$ cat src/include/sfc_pkg.sv
// Purpose: Constants and types of the serial flash command front end.
// Assumes: SPI mode 0 or 3 framing, byte-wide opcodes.
// Notes:   Status byte layout and opcode map live here only.
package sfc_pkg;
	localparam logic [7:0] OP_STATUS_RD    = 8'h05;
	localparam logic [7:0] OP_STATUS_WR    = 8'h01;
	localparam logic [7:0] OP_WRITE_UNLOCK = 8'h06;
	localparam logic [7:0] OP_WRITE_LOCK   = 8'h04;
	localparam logic [7:0] OP_PAGE_WRITE   = 8'h02;
	localparam logic [7:0] OP_SMALL_ERASE  = 8'h20;
	localparam logic [7:0] OP_HALF_ERASE   = 8'h52;
	localparam logic [7:0] OP_LARGE_ERASE  = 8'hd8;
	localparam logic [7:0] OP_CHIP_ERASE_A = 8'hc7;
	localparam logic [7:0] OP_CHIP_ERASE_B = 8'h60;
	localparam logic [7:0] OP_READ         = 8'h03;
	localparam logic [7:0] OP_FAST_READ    = 8'h0b;
	localparam logic [7:0] OP_DUAL_READ    = 8'h3b;
	localparam logic [7:0] OP_UNIQUE_ID    = 8'h4b;
	localparam logic [7:0] OP_ENTER_SLEEP  = 8'hb9;
	localparam logic [7:0] OP_WAKE_ID      = 8'hab;
	localparam logic [7:0] OP_MAKER_ID     = 8'h90;
	localparam logic [7:0] OP_JEDEC_ID     = 8'h9f;
	localparam logic [2:0] ADDR_BYTES      = 3'h3;
	localparam logic [2:0] ADDR_DUMMY      = 3'h4;
	localparam logic [2:0] KIND_STATUS     = 3'h0;
	localparam logic [2:0] KIND_PAGE       = 3'h1;
	localparam logic [2:0] KIND_SMALL      = 3'h2;
	localparam logic [2:0] KIND_HALF       = 3'h3;
	localparam logic [2:0] KIND_LARGE      = 3'h4;
	localparam logic [2:0] KIND_CHIP       = 3'h5;
	localparam int         SR_LOCK_BIT     = 7;
	localparam int         SR_PROT_HI      = 4;
	localparam int         SR_PROT_LO      = 2;
	localparam int         SR_LATCH_BIT    = 1;
	localparam int         SR_BUSY_BIT     = 0;

	typedef enum logic [1:0] {PH_OPC, PH_ARG, PH_OUT, PH_SKIP} sfc_phase_t;

	typedef struct packed {
		logic [1:0]  csS;
		logic [1:0]  ckS;
		logic [1:0]  diS;
		logic        csPrev;
		logic        ckPrev;
		sfc_phase_t  phase;
		logic [7:0]  opc;
		logic [2:0]  bitCnt;
		logic [7:0]  shIn;
		logic [2:0]  byteCnt;
		logic [23:0] addr;
		logic [7:0]  shOut;
		logic [2:0]  outLeft;
		logic [3:0]  outIdx;
		logic [7:0]  srData;
		logic        overrun;
		logic        writeLatch;
		logic        busy;
		logic        sleep;
		logic        statusLock;
		logic [2:0]  prot;
		logic        cmdStart;
		logic [2:0]  cmdKind;
		logic [23:0] cmdAddr;
		logic        flush;
		logic        push;
		logic [7:0]  pushData;
		logic        soOut;
		logic        soOeN;
		logic        l0Out;
		logic        l0OeN;
		logic        active;
	} sfc_state_t;

	localparam sfc_state_t ST_RESET = '{csS: 2'h3, csPrev: 1'b1, phase: PH_OPC,
		soOeN: 1'b1, l0OeN: 1'b1, default: '0};

	function automatic logic [2:0] argLen(input logic [7:0] op);
		case (op)
			OP_READ, OP_WAKE_ID, OP_MAKER_ID:         argLen = ADDR_BYTES;
			OP_FAST_READ, OP_DUAL_READ, OP_UNIQUE_ID: argLen = ADDR_DUMMY;
			default:                                  argLen = 3'h0;
		endcase
	endfunction

	function automatic logic hasOut(input logic [7:0] op);
		hasOut = op inside {OP_STATUS_RD, OP_READ, OP_FAST_READ, OP_DUAL_READ,
			OP_UNIQUE_ID, OP_WAKE_ID, OP_MAKER_ID, OP_JEDEC_ID};
	endfunction

	function automatic logic isKnown(input logic [7:0] op);
		isKnown = hasOut(op) || (op inside {OP_STATUS_WR, OP_WRITE_UNLOCK, OP_WRITE_LOCK,
			OP_PAGE_WRITE, OP_SMALL_ERASE, OP_HALF_ERASE, OP_LARGE_ERASE,
			OP_CHIP_ERASE_A, OP_CHIP_ERASE_B, OP_ENTER_SLEEP});
	endfunction
endpackage

$ cat src/hdl/sfc_front_end.sv
// Purpose: SPI command front end of a small serial NOR flash.
// Assumes: clk far faster than sclk; engine and array on clk.
// Notes:   Pins pass a two-stage synchroniser before use.
`timescale 1ns/1ps

module sfc_fifo #(
	parameter int W = 8,
	parameter int D = 8
) (
	// Clock and reset
	input  wire logic         clk,
	input  wire logic         rst_n,
	input  wire logic         ce,
	input  wire logic         flush,
	// Fill side
	input  wire logic         inValid,
	input  wire logic [W-1:0] inData,
	output logic              inReady,
	// Drain side
	output logic              outValid,
	output logic [W-1:0]      outData,
	input  wire logic         outReady
);
	localparam int PW = $clog2(D);
	localparam int CW = $clog2(D + 1);
	localparam logic [CW-1:0] FULL = CW'(D);

	typedef struct packed {
		logic [D-1:0][W-1:0] mem;
		logic [PW-1:0]       wrPtr;
		logic [PW-1:0]       rdPtr;
		logic [CW-1:0]       count;
	} sfc_fifo_st_t;

	sfc_fifo_st_t st_r;
	sfc_fifo_st_t st_nxt;
	logic         doWr;
	logic         doRd;

	assign inReady  = st_r.count != FULL;
	assign outValid = st_r.count != '0;
	assign outData  = st_r.mem[st_r.rdPtr];

	always_comb begin
		st_nxt = st_r;
		doWr = inValid && inReady;
		doRd = outValid && outReady;
		for (int i = 0; i < D; i++) begin
			if (doWr && st_r.wrPtr == PW'(i)) begin
				st_nxt.mem[i] = inData;
			end
		end
		if (doWr) begin
			st_nxt.wrPtr = st_r.wrPtr + 1'b1;
		end
		if (doRd) begin
			st_nxt.rdPtr = st_r.rdPtr + 1'b1;
		end
		st_nxt.count = st_r.count + CW'(doWr) - CW'(doRd);
		if (flush) begin
			st_nxt.wrPtr = '0;
			st_nxt.rdPtr = '0;
			st_nxt.count = '0;
		end
	end

	always_ff @(posedge clk or negedge rst_n) begin
		if (!rst_n) begin
			st_r <= '0;
		end else if (ce) begin
			st_r <= st_nxt;
		end
	end
endmodule

module sfc_front_end #(
	parameter logic [7:0] MAKER_CODE  = 8'h3a,  // Arbitrary value
	parameter logic [7:0] DEVICE_CODE = 8'h4c,  // Arbitrary value
	parameter logic [7:0] MEM_TYPE    = 8'h2d,  // Arbitrary value
	parameter logic [7:0] CAPACITY    = 8'h07   // Arbitrary value
) (
	// Clock, reset, enable
	input  wire logic          clk,
	input  wire logic          rst_n,
	input  wire logic          ce,
	// SPI pins
	input  wire logic          csN,
	input  wire logic          sclk,
	input  wire logic          serialIn,
	output logic               dualLane0Out,
	output logic               dualLane0OeN,
	output logic               serialOut,
	output logic               serialOutOeN,
	// Array and identifier read
	output logic [23:0]        rdAddr,
	input  wire logic [7:0]    rdData,
	input  wire logic [127:0]  uniqueId,
	// Program and erase engine
	output logic               cmdStart,
	output logic [2:0]         cmdKind,
	output logic [23:0]        cmdAddr,
	input  wire logic          engineDone,
	output logic [7:0]         pgmData,
	output logic               pgmValid,
	input  wire logic          pgmReady,
	// Status view
	output logic               writeLatch,
	output logic               busy,
	output logic               sleepMode,
	output logic               activeMode,
	output logic               statusLock,
	output logic [2:0]         protLevel
);
	sfc_pkg::sfc_state_t st;
	sfc_pkg::sfc_state_t n;
	logic       pgmInReady;
	logic       opcEv;
	logic       endEv;
	logic       loadEv;
	logic       rise;
	logic       fall;
	logic       dual;
	logic       arrayRd;
	logic       accept;
	logic [7:0] byteIn;
	logic [7:0] statusByte;
	logic [7:0] nextByte;

	assign dualLane0Out = st.l0Out;
	assign dualLane0OeN = st.l0OeN;
	assign serialOut    = st.soOut;
	assign serialOutOeN = st.soOeN;
	assign rdAddr       = st.addr;
	assign cmdStart     = st.cmdStart;
	assign cmdKind      = st.cmdKind;
	assign cmdAddr      = st.cmdAddr;
	assign writeLatch   = st.writeLatch;
	assign busy         = st.busy;
	assign sleepMode    = st.sleep;
	assign activeMode   = st.active;
	assign statusLock   = st.statusLock;
	assign protLevel    = st.prot;

	// Program data staging; engine drains at its own pace
	sfc_fifo #(.W(8), .D(8)) dataFifo (
		.clk      (clk),
		.rst_n    (rst_n),
		.ce       (ce),
		.flush    (st.flush),
		.inValid  (st.push),
		.inData   (st.pushData),
		.inReady  (pgmInReady),
		.outValid (pgmValid),
		.outData  (pgmData),
		.outReady (pgmReady)
	);

	// ----------------------------------------------------------------
	// Next state
	// ----------------------------------------------------------------
	always_comb begin
		n = st;
		n.cmdStart = 1'b0;
		n.flush    = 1'b0;
		n.push     = 1'b0;
		n.csS      = {st.csS[0], csN};
		n.ckS      = {st.ckS[0], sclk};
		n.diS      = {st.diS[0], serialIn};
		n.csPrev   = st.csS[1];
		n.ckPrev   = st.ckS[1];
		n.active   = !st.csS[1] || st.busy;
		byteIn     = {st.shIn[6:0], st.diS[1]};
		dual       = st.opc == sfc_pkg::OP_DUAL_READ;
		arrayRd    = st.opc inside {sfc_pkg::OP_READ, sfc_pkg::OP_FAST_READ, sfc_pkg::OP_DUAL_READ};
		endEv      = st.csS[1] && !st.csPrev;
		rise       = !st.csS[1] && st.ckS[1] && !st.ckPrev;
		fall       = !st.csS[1] && !st.ckS[1] && st.ckPrev;
		opcEv      = 1'b0;
		loadEv     = 1'b0;
		accept     = 1'b0;
		statusByte = 8'h00;
		statusByte[sfc_pkg::SR_LOCK_BIT] = st.statusLock;
		statusByte[sfc_pkg::SR_PROT_HI:sfc_pkg::SR_PROT_LO] = st.prot;
		statusByte[sfc_pkg::SR_LATCH_BIT] = st.writeLatch;
		statusByte[sfc_pkg::SR_BUSY_BIT] = st.busy;
		case (st.opc)
			sfc_pkg::OP_STATUS_RD: nextByte = statusByte;
			sfc_pkg::OP_READ, sfc_pkg::OP_FAST_READ, sfc_pkg::OP_DUAL_READ: nextByte = rdData;
			sfc_pkg::OP_UNIQUE_ID: nextByte = uniqueId[{~st.outIdx, 3'h0} +: 8];
			sfc_pkg::OP_WAKE_ID: nextByte = DEVICE_CODE;
			sfc_pkg::OP_MAKER_ID: nextByte = (st.addr[0] ^ st.outIdx[0]) ? DEVICE_CODE : MAKER_CODE;
			sfc_pkg::OP_JEDEC_ID: begin
				case (st.outIdx)
					4'h0:    nextByte = MAKER_CODE;
					4'h1:    nextByte = MEM_TYPE;
					4'h2:    nextByte = CAPACITY;
					default: nextByte = 8'h00;
				endcase
			end
			default: nextByte = 8'h00;
		endcase

		// Self-timed cycle ends
		if (engineDone && st.busy) begin
			n.busy       = 1'b0;
			n.writeLatch = 1'b0;
		end

		if (st.csS[1]) begin
			// Select high: commit a whole-byte instruction, then idle
			if (endEv && st.phase == sfc_pkg::PH_ARG && st.bitCnt == 3'h0) begin
				unique case (st.opc)
					sfc_pkg::OP_WRITE_UNLOCK: begin
						if (st.byteCnt == 3'h0) n.writeLatch = 1'b1;
					end
					sfc_pkg::OP_WRITE_LOCK: begin
						if (st.byteCnt == 3'h0) n.writeLatch = 1'b0;
					end
					sfc_pkg::OP_ENTER_SLEEP: begin
						if (st.byteCnt == 3'h0) n.sleep = 1'b1;
					end
					sfc_pkg::OP_STATUS_WR: begin
						if (st.byteCnt != 3'h0 && st.writeLatch) begin
							n.statusLock = st.srData[sfc_pkg::SR_LOCK_BIT];
							n.prot = st.srData[sfc_pkg::SR_PROT_HI:sfc_pkg::SR_PROT_LO];
							n.cmdKind = sfc_pkg::KIND_STATUS;
							accept = 1'b1;
						end
					end
					sfc_pkg::OP_PAGE_WRITE: begin
						if (st.byteCnt > sfc_pkg::ADDR_BYTES && st.writeLatch && !st.overrun) begin
							n.cmdKind = sfc_pkg::KIND_PAGE;
							accept = 1'b1;
						end
					end
					sfc_pkg::OP_SMALL_ERASE, sfc_pkg::OP_HALF_ERASE, sfc_pkg::OP_LARGE_ERASE: begin
						if (st.byteCnt == sfc_pkg::ADDR_BYTES && st.writeLatch) begin
							if (st.opc == sfc_pkg::OP_SMALL_ERASE) n.cmdKind = sfc_pkg::KIND_SMALL;
							else if (st.opc == sfc_pkg::OP_HALF_ERASE) n.cmdKind = sfc_pkg::KIND_HALF;
							else n.cmdKind = sfc_pkg::KIND_LARGE;
							accept = 1'b1;
						end
					end
					sfc_pkg::OP_CHIP_ERASE_A, sfc_pkg::OP_CHIP_ERASE_B: begin
						if (st.byteCnt == 3'h0 && st.writeLatch) begin
							n.cmdKind = sfc_pkg::KIND_CHIP;
							accept = 1'b1;
						end
					end
					default: ;
				endcase
			end
			if (accept) begin
				n.cmdStart = 1'b1;
				n.cmdAddr  = st.addr;
				n.busy     = 1'b1;
			end
			// Staged program bytes are dropped unless the page write was taken
			if (endEv && st.opc == sfc_pkg::OP_PAGE_WRITE && !accept) begin
				n.flush = 1'b1;
			end
			n.phase   = sfc_pkg::PH_OPC;
			n.bitCnt  = 3'h0;
			n.byteCnt = 3'h0;
			n.shIn    = 8'h00;
			n.outLeft = 3'h0;
			n.outIdx  = 4'h0;
			n.overrun = 1'b0;
			n.soOeN   = 1'b1;
			n.l0OeN   = 1'b1;
		end else begin
			if (rise) begin
				n.shIn   = byteIn;
				n.bitCnt = st.bitCnt + 3'h1;
				if (st.bitCnt == 3'h7) begin
					unique case (st.phase)
						sfc_pkg::PH_OPC: begin
							opcEv = 1'b1;
							n.opc = byteIn;
							if (!sfc_pkg::isKnown(byteIn)) begin
								n.phase = sfc_pkg::PH_SKIP;
							end else if (st.sleep && byteIn != sfc_pkg::OP_WAKE_ID) begin
								n.phase = sfc_pkg::PH_SKIP;
							end else if (st.busy && byteIn != sfc_pkg::OP_STATUS_RD) begin
								n.phase = sfc_pkg::PH_SKIP;
							end else begin
								n.sleep = 1'b0;
								if (sfc_pkg::hasOut(byteIn) && sfc_pkg::argLen(byteIn) == 3'h0) begin
									n.phase = sfc_pkg::PH_OUT;
								end else begin
									n.phase = sfc_pkg::PH_ARG;
								end
							end
						end
						sfc_pkg::PH_ARG: begin
							if (st.byteCnt < sfc_pkg::ADDR_BYTES) begin
								n.addr = {st.addr[15:0], byteIn};
							end
							if (st.byteCnt != 3'h7) begin
								n.byteCnt = st.byteCnt + 3'h1;
							end
							if (st.opc == sfc_pkg::OP_STATUS_WR && st.byteCnt == 3'h0) begin
								n.srData = byteIn;
							end
							if (st.opc == sfc_pkg::OP_PAGE_WRITE && st.byteCnt >= sfc_pkg::ADDR_BYTES) begin
								// Link cannot stall: a full buffer spoils the page write
								if (pgmInReady) begin
									n.push     = 1'b1;
									n.pushData = byteIn;
								end else begin
									n.overrun = 1'b1;
								end
							end
							if (sfc_pkg::hasOut(st.opc) && st.byteCnt + 3'h1 == sfc_pkg::argLen(st.opc)) begin
								n.phase = sfc_pkg::PH_OUT;
							end
						end
						sfc_pkg::PH_OUT, sfc_pkg::PH_SKIP: ;
					endcase
				end
			end
			if (fall && st.phase == sfc_pkg::PH_OUT) begin
				n.soOeN = 1'b0;
				if (st.outLeft == 3'h0) begin
					loadEv   = 1'b1;
					n.soOut  = nextByte[7];
					n.outIdx = st.outIdx + 4'h1;
					if (arrayRd) begin
						n.addr = st.addr + 24'h1;
					end
					if (dual) begin
						n.l0OeN   = 1'b0;
						n.l0Out   = nextByte[6];
						n.shOut   = {nextByte[5:0], 2'h0};
						n.outLeft = 3'h3;
					end else begin
						n.shOut   = {nextByte[6:0], 1'h0};
						n.outLeft = 3'h7;
					end
				end else begin
					n.soOut   = st.shOut[7];
					n.outLeft = st.outLeft - 3'h1;
					if (dual) begin
						n.l0Out = st.shOut[6];
						n.shOut = {st.shOut[5:0], 2'h0};
					end else begin
						n.shOut = {st.shOut[6:0], 1'h0};
					end
				end
			end
		end
	end

	// ----------------------------------------------------------------
	// State register
	// ----------------------------------------------------------------
	always_ff @(posedge clk or negedge rst_n) begin
		if (!rst_n) begin
			st <= sfc_pkg::ST_RESET;
		end else if (ce) begin
			st <= n;
		end
	end
endmodule

$ cat config.mk
export PLATFORM = sky130hd
export DESIGN_NAME = sfc_front_end
export DESIGN_NICKNAME = d
export VERILOG_FILES = /design/src/include/sfc_pkg.sv /design/src/hdl/sfc_front_end.sv
export SDC_FILE = /design/constraint.sdc
export NUM_CORES = 1
export LEC_CHECK = 0
export CAP_MARGIN = 20
export CORE_MARGIN = 1
export CORE_UTILIZATION = 45
export CTS_CLUSTER_DIAMETER = 50
export DETAILED_ROUTE_END_ITERATION = 8
export DONT_BUFFER_PORTS = 1
export GPL_ROUTABILITY_DRIVEN = 0
export PLACE_DENSITY = 0.71
export REMOVE_ABC_BUFFERS = 1
export SYNTH_ARGS = -nofsm -noshare
export SYNTH_HDL_FRONTEND = slang
export SYNTH_SLANG_ARGS = --single-unit
$ cat constraint.sdc
create_clock -name clk -period 4.1 [get_ports clk]
set_input_delay 0.41 -clock clk [delete_from_list [all_inputs] [get_ports clk]]
set_output_delay 0.41 -clock clk [all_outputs]
set_load 0.005 [all_outputs]
== Yosys cells after proc, flatten, opt, wreduce, memory -nomap -nowiden ==
Index checks and enable logic that the tools add are counted.

* $add $sub $neg: 9
* Muxes and demuxes: 102
* Reduce and logical (&&, ||, !) cells: 101
* Equal/unequal tests: 65
* Multiply operators: 0
* Divide/modulo/power cells: 0
* Shift operators: 1
* $lt $le $gt $ge: 4
* Bitwise logic cells: 3

{| class="wikitable"
|+ Operators by type and width
! kind !! count
|-
| $shiftx A128 B8 Y8 || 1
|-
| $eq A8 B8 Y1 const B || 12
|-
| $mux W24 || 4
|-
| $mux W3 || 21
|-
| $mux W27 || 2
|-
| $eq A8 B3 Y1 const B || 6
|-
| $eq A8 B7 Y1 const B || 6
|-
| $mux W48 || 1
|-
| $pmux W8 S6 || 1
|-
| $mux W9 || 5
|-
| $mux W39 || 1
|-
| $mux W1 || 33
|-
| $eq A8 B2 Y1 const B || 4
|-
| $eq A8 B6 Y1 const B || 4
|-
| $logic_and A1 B1 Y1 || 32
|-
| $mux W10 || 3
|-
| $mux W29 || 1
|-
| $reduce_and A2 Y1 || 13
|-
| $add A24 B1 Y24 const B || 1
|-
| $bmux W8 S3 || 1
|-
| $mux W8 || 3
|-
| $reduce_bool A2 Y1 || 12
|-
| $mux W11 || 2
|-
| $reduce_and A5 Y1 || 4
|-
| other kinds (57) || 112
|}

* Word-level logic and storage cells: 328
* Register bits: 203
* Output and inout port bits: 73
* Latch bits: 0
* Memories: 0
* RAM bits: 0
* Memory bits (read-only): 0
* Input port bits: 144

== Depth between registers and ports, before layout ==
Gate-level depths: netlist of the first run.

* Word-level depth: 23
* Mapped depth: 12
* Mapped depth without buffers: 11

== Hierarchy ==
A second synthesis of the first run with hierarchy kept.

* Cell total of the unflattened synthesis: 1092
* Area total of the unflattened synthesis: 11947.7 um^2

{| class="wikitable"
|+ Modules (own cells, without submodules)
! module !! area an instance (um^2) !! cells an instance !! times used !! sequential area each (um^2)
|-
| sfc_front_end || 8205.4 || 823 || 1 || 3109.2
|-
| sfc_fifo || 3742.3 || 269 || 1 || 1851.8
|}

== Worst setup path after synthesis of the first run ==
No wires, ideal clock.

* Path kind: reg2reg
* Start: reg st[59] (netlist bit)
* End: reg st[69] (netlist bit)
* Period minus slack after synthesis: 2573 ps
* Path slack: 1527 ps
* Data arrival time: 2439 ps
* Cell stages (with the launch flop): 11
* Library setup time: 134 ps
* Data required time: 3966 ps
* Path buffers: 4
* Path through: dfrtp_1 > buf_2 > buf_4 > buf_4 > buf_2 > inv_1 > ha_1 > o21a_1 > or3_1 > a2111oi_0 > o22ai_1

* Longest elaborated chain between the ends: 5
* Elaborated cells between the ends (all ways): 11
* Classes of those cells: eq/ne (2); shift (1); mux (5); bitwise (2); reduce/logical (1)

{| class="wikitable"
|+ RTL lines
! item !! line !! source
|-
| from (decl) || sfc_front_end.sv:114 || <nowiki>sfc_pkg::sfc_state_t st;</nowiki>
|-
| from (signal assigned) || sfc_front_end.sv:359 || <nowiki>st <= sfc_pkg::ST_RESET;</nowiki>
|-
| from (signal assigned) || sfc_front_end.sv:361 || <nowiki>st <= n;</nowiki>
|-
| $not A4 Y4, or another cell as far along || sfc_front_end.sv:189 || <nowiki>sfc_pkg::OP_UNIQUE_ID: nextByte = uniqueId[{~st.outIdx, 3'h0} +: 8];</nowiki>
|-
| $shiftx A128 B8 Y8, or another cell as far along || sfc_front_end.sv:189 ||
|-
| $pmux W8 S6 * || sfc_front_end.sv:186 || <nowiki>case (st.opc)</nowiki>
|-
| $mux W11 * || sfc_front_end.sv:331 || <nowiki>if (dual) begin</nowiki>
|-
| $mux W11 * || sfc_front_end.sv:324 || <nowiki>if (st.outLeft == 3'h0) begin</nowiki>
|}

Every way passes the cells marked *; elsewhere a longest branch is shown, timed or not.
A chain may end at the register's enable or synchronous reset.

== Worst setup path in the final report of the first run ==
* Start: reg st[63] (netlist bit)
* End: reg st (netlist bit rdAddr[16])

* Longest elaborated chain between the ends: 3

{| class="wikitable"
|+ RTL lines
! item !! line !! source
|-
| $logic_not A3 Y1 || sfc_front_end.sv:324 ||
|-
| $mux W24 || sfc_front_end.sv:324 ||
|-
| $mux W39 || sfc_front_end.sv:322 || <nowiki>if (fall && st.phase == sfc_pkg::PH_OUT) begin</nowiki>
|}

No other way between the ends. The select of a mux whose other input is x is not followed.

==> metrics.yaml, run 1 <==
job:
  timing.max_cap.violations: 0
clock_tree:
  clkSlewWorstSetupHoldPaths_ns: 0.08
  skew_pair_late_insertion_delay_ns: 0.44
  clock_sinks: 198
  cts_htree_levels: 4
  clk_path_buf_depth: 2
  clk_root_buffer_cell: "clkbuf_16"
  tritoncts: "built"
  cts.repair_timing.setup_buffer_count: 0
  tritoncts.num_buffers: 17
timing:
  post-route-min-period_ns: 2.921
  worst_hold_slack_ns: -0.3157
  achievable-frequency_ghz: 0.3423
  finalMaxSlewViolations: 0
  final_hold_fails: 198
  grt_setup_unrepaired: "no"
  setup_viol: 0
  layout_worst_path_cycle_share_pct: 71.25
  slew_headroom_pct: 37.74
  pin_slew_with_the_least_headroom_to_its_limit_ns: 0.9339
  finClkSkew_ns: 0.02421
  finalSetupTns_ns: 0
routing:
  detail_route.wl_per_cell_um: 21.62
  routed_via_density: 6.261
  vias: 8240
  route.antenna.remaining_nets: 0
  first_pass_iters: 5
  dr.first_iter.drc_count: 890
  post-route-drc-count: 0
  route.final.wire_length_um: 28450
power:
  cell_internal_pwr_mw: 3.187
  power.sequential.fraction_pct: 49.1
  vdd_drop_max_v: 0.0002864
  power_frac_clock_pct: 36.9
  switching_share_pct: 28.25
  power_density_nw_per_um2: 363.7
  net-switching-power_mw: 1.254
  leakagePower_nw: 5.232
  power.share.combinational_pct: 13.9
setup_path:
  endpoint_kind: "register"
  cp-start-kind: "register"
  critical_path_peak_fanout: 15
  required_ns: 4.40
  worst-endpoint-arrival_ns: 3.22
  critPathKind: "reg2reg"
hold_path:
  timing.hold.worst.class: "in2async"
final_layout:
  post_route_cells_drive_above_1_share_pct: 25.33
  area_growth_pct: 3.391
  nets: 1138
  fill_cells: 2255
  share_of_the_core_filled_with_cells_in_the_final_layout_pct: 47.94
floorplan:
  die_height_um: 164
  num_io_pins: 217
  design.die.area_um2: 26900
  floorplan.core_area_um2: 25470
  floorplan.rows: 58
  initial_core_util_pct: 46.37
  chipWidth_um: 164
yosys:
  number_of_synthesized_register_bits: 198
  synth_largest_area_cell: "dfrtp_1"
  seq_area_frac_synth_pct: 42.01
  ys_dominant_reg_cell: "dfrtp_1"
  syn-mean-instance-area_um2: 11.19
  synth_enable_flop_cells: 0
  synth.lib_cells_used.distinct: 84
  netlist_area_um2: 11810
  synth-warning-count: 0
  top_area_cell_type_share_of_the_netlist_area_pct: 40.89
  synth_area_leaders: "dfrtp_1 (41%), mux2_2 (11%), mux4_2 (8.8%)"
  synth_cells: 1055
  async_flop_share_pct: 100.0
global_routing:
  overflow: 0
  all_layer_gr_usage_pct: 21.70
  grt_start_max_net_pins: 199
  vias_in_the_first_global_route: 8129
  grt_first_pass_wirelength_um: 44950
  number_of_antenna_violations_at_the_first_check_in_global_routing: 6
placement:
  place.port_buffers: 0
  hpwlAfterDp_um: 19470
run_status:
  status: "complete, but fails checks"
  failed_checks: "hold timing"
==> area by class of cell <==
type | count | area [um2] | share of cell area (%)
multi-input combinational | 703 | 6015 | 49.26
sequential | 198 | 4962 | 40.64
clock buffer | 19 | 452.9 | 3.709
tap | 330 | 412.9 | 3.381
inverter | 34 | 127.6 | 1.045
clock inverter | 13 | 112.6 | 0.9222
timing repair buffer | 12 | 110.1 | 0.9017
antenna | 7 | 17.52 | 0.1435
==> per-layer routing <==
metal | global-route usage, % | routed length (um)
met5 | 0 | 0
met4 | 8.249 | 664
met3 | 3.939 | 1631
met2 | 35.50 | 14150
met1 | 28.61 | 12000
==> placed cells by master (no fill, tap or decap), types with 29 or more instances in the layout <==
master,instances
mux2_2,111
dfrtp_1,192
o22ai_1,29
nor2_1,41
mux4_2,46
o21ai_0,48
a21oi_1,64
nand2_1,56
nand3_1,31
inv_1,32
==> power groups by stage <==
stage               sequential (mW)  clock (mW)  combinational [mW]
floorplan                      2.20           0               0.439
global placement               2.24           0               0.545
detailed placement             2.25           0               0.560
CTS                            2.21        1.67               0.562
global route                   2.20        1.75               0.682
finish                         2.18        1.64               0.619
==> critical path: stages (launching register included) <==
cell	delay [ns]
dfrtp_1	0.40
inv_1	0.09
ha_1	0.20
nand2b_1	0.22
nor4_4	0.59
nand2_1	0.11
buf_4	0.21
or4_1	0.68
o22ai_1	0.18
a21oi_1	0.10
==> path summary, 6_finish.rpt <==
check	from	end	slack (ns)	depth (start not counted)
worst min register to register	serialOutOeN	serialOutOeN	0.48	2
worst max-delay path	st[63]	rdAddr[16]	1.18	9
min in group clk	ce	st[62]	0.05	1
worst max register to register	st[63]	rdAddr[16]	1.18	9
worst min-delay path	rst_n	dataFifo.st_r[37]	-0.32	0
max in group asynchronous	rst_n	n[123]	4.08	0
==> timing repair <==
action	4_1_cts	5_1_grt
endpoints found under the hold margin	198	198
setup endpoints to repair	0	0
gates resized for setup	0	0
==> cell usage after synthesis (all sizes together) (7+ instances only) <==
library cell and count:
or2 9, o21ai 52, ha 27, nor3 17
clkbuf 45, a22o 11, o31ai 8, mux4 46
inv 32, nor4 9, nand4 17, nand2b 10
o22ai 29, a21o 7, a22oi 8, dfrtp 193
nor2 41, a21oi 65, nor2b 9, nand3 32
nand2 56, mux2i 15, buf 75, mux2 130
and2 7
==> logic make-up after synthesis <==
| family | Yosys count | share of synthesized area [%] |
|---|---|---|
| compound gates | 225 | 12.27 |
| mux | 191 | 23.04 |
| simple gates | 251 | 11.95 |
| buf+inv | 154 | 7.109 |
| xor+xnor | 8 | 0.5933 |
| fa+ha+maj | 28 | 3.030 |
| flops | 198 | 42.01 |
==> per-stage QoR <==
stage | power, mW | hold WS, ns | setup slack, ns | instances | cell area (um2)
after global placement | 2.788 | 0.1304 | 1.234 | 1275 | 11590
after floorplan | 2.642 | 0.1144 | 0.4560 | 935 | 11100
after detailed placement | 2.810 | 0.1291 | 1.211 | 1275 | 11590
after CTS | 4.444 | -0.3394 | 1.147 | 1307 | 12160
after global routing | 4.630 | -0.3457 | 0.9875 | 1314 | 12210
final | 4.441 | -0.3157 | 1.179 | 1316 | 12210
==> state kept, by name (all words and copies together), names as in the netlist, 3 cells and up <==
register	count
protLevel	3
n	5
st	47
cmdKind	3
cmdAddr	24
byteIn	8
dataFifo.st_r	74
rdAddr	24
Note: power is estimated with default switching activity, not from simulation.
==> inputs of run 2 (changes only) <==
--- a/config.mk
+++ b/config.mk
@@ -12,7 +12,7 @@
 export DETAILED_ROUTE_END_ITERATION = 8
 export DONT_BUFFER_PORTS = 1
 export GPL_ROUTABILITY_DRIVEN = 0
-export PLACE_DENSITY = 0.71
+export PLACE_DENSITY = 0.73
 export REMOVE_ABC_BUFFERS = 1
 export SYNTH_ARGS = -nofsm -noshare
 export SYNTH_HDL_FRONTEND = slang
==> constraint.sdc (replaced) <==
create_clock -name clk -period 2.54 [get_ports clk]
set_input_delay 0.254 -clock clk [delete_from_list [all_inputs] [get_ports clk]]
set_output_delay 0.254 -clock clk [all_outputs]
set_load 0.005 [all_outputs]
==> run 2 against run 1 <==
Against the previous run:
- the run ends with hold timing, setup timing left
- utilization up 3.3 points
- via count rose by 5.5%
- fmax up 13%
- design area rose by 6.9%
- total power up 73%
- critical path depth stayed put
- clock skew is 0.0014 ns lower
- flip-flop and latch count is the same
- count of clock-buffer cells in the layout rose by 2
- sequential power increased by 59%
- critical path type unchanged
==> metrics.yaml, run 2 (synthesized netlist as in run 1, its figures left out) <==
power:
  power_frac_clock_pct: 41.0  # +4.1 points
  power.sequential.fraction_pct: 45.3  # -3.8 points
  total_power_mw: 7.669  # +73%
  leakagePower_nw: 5.713  # +9.2%
  cell_internal_pwr_mw: 5.737  # +80%
  switching_share_pct: 25.20  # -3.0 points
  vdd_drop_max_v: 0.0005812  # +100%
  power.share.combinational_pct: 13.8  # about the same
  power_density_nw_per_um2: 587.5  # +62%
  net-switching-power_mw: 1.933  # +54%
setup_path:
  reg2reg_setup_slack_ns: -0.05  # -1.23 ns
  required_ns: 2.87  # -1.53 ns
  cp-start-kind: "register"
  worst-endpoint-arrival_ns: 2.92  # -0.30 ns
  cpPeakStageDelay_ns: 0.48  # -0.20 ns
  endpoint_kind: "register"
  timing.rr.end: "cmdAddr[23]"
  critical_path_peak_fanout: 7  # -8
  critPathKind: "reg2reg"
  reg2reg_from: "st[116]"
  crit_chain: "buf_4, or4bb_1, o32a_1, mux2i_1, a21oi_2, a21oi_4, buf_4, buf_12, mux2_2"
  ff2ff_path_depth: 9  # unchanged
  worst_path_max_delay_cell: "or4bb_1"
  cpMostUsedCell: "buf_4"
  critical_path.startpoint: "st[116]"
hold_path:
  timing.hold.worst.class: "in2async"
clock_tree:
  tritoncts.num_buffers: 17  # unchanged
  clkSlewWorstSetupHoldPaths_ns: 0.07  # about the same
  skew_pair_late_insertion_delay_ns: 0.44  # about the same
  tritoncts: "built"
  clock_sinks: 198  # unchanged
  clk_root_buffer_cell: "clkbuf_16"
  cts_htree_levels: 4  # unchanged
  clk_path_buf_depth: 2  # unchanged
  post_cts_hold_buffer_count: 5
routing:
  dr.first_iter.drc_count: 828  # -7.0%
  detail_route.wl_per_cell_um: 21.90  # +1.3%
  post-route-drc-count: 0  # unchanged
  vias: 8692  # +5.5%
  route.final.wire_length_um: 30470  # +7.1%
  first_pass_iters: 7  # +2
  route.antenna.remaining_nets: 0  # unchanged
  routed_via_density: 6.249  # -0.20%
floorplan:
  initial_core_util_pct: 46.37  # unchanged
  die_height_um: 164  # unchanged
  design.die.area_um2: 26900  # unchanged
  floorplan.rows: 58  # unchanged
  num_io_pins: 217  # unchanged
  chipWidth_um: 164  # unchanged
  floorplan.core_area_um2: 25470  # unchanged
timing:
  grt_setup_unrepaired: "yes"
  post-route-min-period_ns: 2.590  # -0.3312 ns
  final_hold_fails: 198  # unchanged
  achievable-frequency_ghz: 0.3861  # +13%
  pin_slew_with_the_least_headroom_to_its_limit_ns: 1.068  # +0.1337 ns
  layout_worst_path_cycle_share_pct: 102.0  # +31 points
  final_critical_path_setup_slack_ns: -0.04996  # -1.229 ns
  worst_hold_slack_ns: -0.4763  # -0.1606 ns
  slew_headroom_pct: 28.59  # -9.2 points
  finalSetupTns_ns: -0.7663  # -0.7663 ns
  setup_viol: 24  # +24
  finClkSkew_ns: 0.02285  # -0.001360 ns
  finalMaxSlewViolations: 0  # unchanged
final_layout:
  number_of_flip_flops_under_the_largest_register_name: 74  # unchanged
  layout_commonest_cell: "dfrtp_1"
  final-seq-area_um2: 4966  # about the same
  post_route_cells_drive_above_1_share_pct: 31.16  # +5.8 points
  fin_cells: 1391  # +5.7%
  registers.top_by_ff_count: "dataFifo.st_r"
  nets: 1216  # +6.9%
  area_growth_pct: 10.53
  fill_cells: 2153  # -4.5%
  layout_top_registers: "dataFifo.st_r: 74 flops, st: 47 flops"
  share_of_the_core_filled_with_cells_in_the_final_layout_pct: 51.25  # +3.3 points
  multi_input_comb_area_um2: 6065  # +0.83%
  layout_common_cells: "dfrtp_1 (189), mux2_2 (111), buf_4 (77)"
placement:
  hpwlAfterDp_um: 20850  # +7.1%
  pre_cts_setup_slack_ns: 0.02257  # -1.188 ns
  place.port_buffers: 0  # unchanged
  dpl.cell_count: 1333  # +4.5%
global_routing:
  vias_in_the_first_global_route: 8457  # +4.0%
  overflow: 0  # unchanged
  grt_first_pass_wirelength_um: 46750  # +4.0%
  number_of_antenna_violations_at_the_first_check_in_global_routing: 4  # -2
  all_layer_gr_usage_pct: 22.61  # +0.90 points
  grt_start_max_net_pins: 199  # unchanged
run_status:
  status: "complete, but fails checks"
  failed_checks: "hold timing, setup timing"
job:
  timing.max_cap.violations: 0  # unchanged
==> run 2: cell count changes in the layout (fill, tap and decap cells not counted), moves of 2 or more <==
cell           before  now
bufinv_16           0    6
inv_6               4    0
dfrtp_2             1    4
diode_2             7    5
dlygate4sd3_1       0    5
buf_12              0    5
buf_4              10   77
nor4_1              7    5
dfrtp_1           192  189
a21oi_1            64   62
a21oi_2             0    2
clkinvlp_4          5    1
clkbuf_16          17   19
==> run 2: power by group through the flow <==
stage | clock [mW] | combinational (mW) | sequential (mW)
6_report | 3.14 | 1.06 | 3.47
5_1_grt | 3.32 | 1.16 | 3.49
4_1_cts | 3.19 | 1.07 | 3.47
3_5_place_dp | 0 | 1.05 | 3.53
3_3_place_gp | 0 | 1.00 | 3.52
2_1_floorplan | 0 | 0.709 | 3.56
==> run 2: metal layers <==
layer	wire, um	share of wire [%]	global-route usage, %	up-vias
met3	2348	7.7	4.874	56
met1	12160	40	28.65	4332
li1	-	-	-	3877
met4	743	2.4	8.838	0
met5	0	0	0	-
met2	15210	50	37.63	427
==> run 2: stage by stage <==
step	area, um2	hold WS [ns]
global placement	12070	-0.03163
detailed placement	12070	-0.02966
finish	13050	-0.4763
CTS	12800	-0.4922
global route	13050	-0.5025
floorplan	11100	-0.04159
==> run 2: how the worst max path moves through the flow <==
| stage | endpoint |
|---|---|
| 6_report | cmdAddr[23] |
| 4_1_cts | cmdAddr[23] |
| 3_3_place_gp | cmdAddr[23] |
| 3_5_place_dp | cmdAddr[23] |
| 2_1_floorplan | rdAddr[10] |
| 5_1_grt | cmdAddr[23] |
==> run 2: critical path: cells and delay by family (launching register included) <==
family          cells  cell delay (ns)
compound gates      3             0.56
mux                 2             0.53
simple gates        1             0.48
flops               1             0.45
buf+inv             3             0.45
==> run 2: final cells by class <==
cell class,instances,area share [%]
multi-input combinational,703,46.46
clock inverter,10,1.658
antenna,5,0.09585
tap,330,3.163
clock buffer,21,3.604
sequential,198,38.04
timing repair buffer,90,6.000
inverter,34,0.9777
==> run 2: what timing repair did <==
action                     4_1_cts  5_1_grt
hold endpoints to repair       219      198
buffers inserted                 0       15
gates resized for setup          0       15
setup endpoints to repair        0       39
==> inputs of run 3 (changes only) <==
--- a/config.mk
+++ b/config.mk
@@ -6,13 +6,14 @@
 export NUM_CORES = 1
 export LEC_CHECK = 0
 export CAP_MARGIN = 20
-export CORE_MARGIN = 1
-export CORE_UTILIZATION = 45
+export CELL_PAD_IN_SITES_DETAIL_PLACEMENT = 2
+export CELL_PAD_IN_SITES_GLOBAL_PLACEMENT = 2
+export CORE_UTILIZATION = 38
 export CTS_CLUSTER_DIAMETER = 50
 export DETAILED_ROUTE_END_ITERATION = 8
 export DONT_BUFFER_PORTS = 1
 export GPL_ROUTABILITY_DRIVEN = 0
-export PLACE_DENSITY = 0.73
+export PLACE_DENSITY = 0.88
 export REMOVE_ABC_BUFFERS = 1
 export SYNTH_ARGS = -nofsm -noshare
 export SYNTH_HDL_FRONTEND = slang
==> run 3 against run 2 <==
Against the previous run:
- largest power group unchanged
- critical path type unchanged
- die area up 18%
- critical endpoint is now cmdAddr[4]
- highest routed layer unchanged
- hold slack worse by 0.028 ns
- clock power is 11% lower
- fmax fell by 0.35%
- count of clock-buffer cells in the layout decreased by 1
- flip-flop and latch count is the same
- the run still ends with hold timing, setup timing left
- critical path depth down 1
==> metrics.yaml, run 3 (synthesized netlist as in run 1, its figures left out) <==
run_status:
  status: "complete, but fails checks"
  failed_checks: "hold timing, setup timing"
timing:
  layout_worst_path_cycle_share_pct: 102.3  # +0.36 points
  finalMaxSlewViolations: 0  # unchanged
  achievable-frequency_ghz: 0.3848  # -0.35%
  slew_headroom_pct: 38.77  # +10 points
  grt_setup_unrepaired: "yes"
  post-route-min-period_ns: 2.599  # +0.009126 ns
  final_hold_fails: 198  # unchanged
  worst_hold_slack_ns: -0.5044  # -0.02808 ns
  finClkSkew_ns: 0.02014  # -0.002709 ns
  pin_slew_with_the_least_headroom_to_its_limit_ns: 0.9184  # -0.1492 ns
  setup_viol: 26  # +8.3%
  final_critical_path_setup_slack_ns: -0.05909  # -0.009126 ns
routing:
  routed_via_density: 6.308  # +0.95%
  route.final.wire_length_um: 42610  # +40%
  first_pass_iters: 5  # -2
  dr.first_iter.drc_count: 616  # -26%
  post-route-drc-count: 0  # unchanged
  vias: 9235  # +6.2%
  detail_route.wl_per_cell_um: 29.10  # +33%
  route.antenna.remaining_nets: 0  # unchanged
setup_path:
  worst_path_max_delay_cell: "or4b_1"
  critical_path_peak_fanout: 7  # unchanged
  worst-endpoint-arrival_ns: 2.95  # +0.03 ns
  cpPeakStageDelay_ns: 0.54  # +0.06 ns
  endpoint_kind: "register"
  crit_chain: "or4b_1, o32a_1, mux2i_1, a21oi_2, a21oi_4, buf_6, buf_12, mux2_2"
  worst_path_dominant_cell_family: "compound AO/OA/AOI/OAI gates"
  critPathKind: "reg2reg"
  crit_buf_inv: 2  # -1
  cp-start-kind: "register"
  required_ns: 2.89  # +0.02 ns
power:
  power_frac_clock_pct: 37.6  # -3.4 points
  power.share.combinational_pct: 15.1  # +1.3 points
  cell_internal_pwr_mw: 5.233  # -8.8%
  power.sequential.fraction_pct: 47.3  # +2.0 points
  total_power_mw: 7.395  # -3.6%
  switching_share_pct: 29.23  # +4.0 points
  leakagePower_nw: 5.691  # -0.39%
  vdd_drop_max_v: 0.0004877  # -16%
  power_density_nw_per_um2: 561.7  # -4.4%
  net-switching-power_mw: 2.162  # +12%
floorplan:
  design.die.area_um2: 31790  # +18%
  die_height_um: 178.3  # +8.7%
  floorplan.rows: 64  # +10%
  chipWidth_um: 178.3  # +8.7%
  floorplan.core_area_um2: 30590  # +20%
  initial_core_util_pct: 38.61  # -7.8 points
  num_io_pins: 217  # unchanged
hold_path:
  timing.hold.worst.class: "in2async"
final_layout:
  nets: 1221  # +0.41%
  layout_top_registers: "dataFifo.st_r: 74 flops, st: 47 flops"
  number_of_flip_flops_under_the_largest_register_name: 74  # unchanged
  layout_common_cells: "dfrtp_1 (187), mux2_2 (110), buf_4 (79)"
  fin_cells: 1464  # +5.2%
  registers.top_by_ff_count: "dataFifo.st_r"
  area_growth_pct: 11.48
  post_route_cells_drive_above_1_share_pct: 33.52  # +2.4 points
  layout_commonest_cell: "dfrtp_1"
  share_of_the_core_filled_with_cells_in_the_final_layout_pct: 43.04  # -8.2 points
global_routing:
  number_of_antenna_violations_at_the_first_check_in_global_routing: 7  # +3
  overflow: 0  # unchanged
  all_layer_gr_usage_pct: 27.08  # +4.5 points
  grt_first_pass_wirelength_um: 64430  # +38%
  vias_in_the_first_global_route: 10470  # +24%
  grt_start_max_net_pins: 199  # unchanged
clock_tree:
  clk_path_buf_depth: 2  # unchanged
  tritoncts: "built"
  clk_root_buffer_cell: "clkbuf_16"
  post_cts_hold_buffer_count: 4  # -1
  cts_htree_levels: 4  # unchanged
  tritoncts.num_buffers: 17  # unchanged
  clock_sinks: 198  # unchanged
  skew_pair_late_insertion_delay_ns: 0.45  # about the same
  clkSlewWorstSetupHoldPaths_ns: 0.08  # about the same
placement:
  hpwlAfterDp_um: 28470  # +37%
  dpl.cell_count: 1407  # +5.6%
  pre_cts_setup_slack_ns: -0.1236  # -0.1461 ns
  place.port_buffers: 0  # unchanged
job:
  timing.max_cap.violations: 0  # unchanged
[run 3: changes by cell type in the layout (fill, tap and decap cells not counted), moves of 4 or more]
cell,before,now
buf_6,0,6
bufinv_16,6,1
inv_6,0,5
a21oi_1,62,58
a21oi_2,2,6
nand2_1,56,52
nand2_2,0,4
[run 3: layer usage]
metal,global-route usage (%),part of all wire (%),up-vias
li1,-,-,3893
met1,30.83,38,4868
met2,48.95,53,363
met3,4.646,5.2,111
met4,12.92,3.8,0
met5,0,0,-
[run 3: repair_timing]
action                     4_1_cts  5_1_grt
buffers inserted                 8        4
setup endpoints to repair       39       79
gates cloned                     2        1
hold endpoints to repair       219      198
resized for setup                9       35
pin swaps                        3        3
[run 3: worst paths after layout]
| path | from | endpoint | slack [ns] | cells after the start |
|---|---|---|---|---|
| hold / removal | rst_n | dataFifo.st_r[46] | -0.50 | 0 |
| max in group asynchronous | rst_n | st[60] | 2.55 | 0 |
| setup reg to reg | st[116] | cmdAddr[4] | -0.06 | 8 |
| setup / recovery | st[116] | cmdAddr[4] | -0.06 | 8 |
| hold reg to reg | serialOutOeN | serialOutOeN | 0.48 | 2 |
| min in group clk | ce | st[59] | 0.02 | 3 |
[run 3: cell type report]
type,instances,area [um2]
Clock inverter,12,115.1
Timing Repair Buffer,94,823.3
Multi-Input combinational cell,704,6158
Sequential cell,198,4971
Inverter,34,131.4
Antenna cell,6,15.01
Tap cell,396,495.5
Clock buffer,20,456.7
Fill cell,3067,17420
[run 3: power by group through the flow]
stage / Clock, mW / Sequential [mW] / Combinational (mW)
floorplan: 0 / 3.56 / 0.709
global placement: 0 / 3.53 / 1.00
detailed placement: 0 / 3.55 / 1.08
CTS: 2.82 / 3.50 / 1.12
global route: 2.92 / 3.52 / 1.23
finish: 2.78 / 3.50 / 1.11
[run 3: metrics by stage]
stage	area, um2	hold WS [ns]	setup TNS, ns
2_1_floorplan	11100	-0.04159	-35.73
3_3_place_gp	12210	-0.02865	0
3_5_place_dp	12210	-0.03605	-2.554
4_1_cts	12970	-0.5225	-0.5135
5_1_grt	13170	-0.5197	-1.608
6_report	13170	-0.5044	-1.076
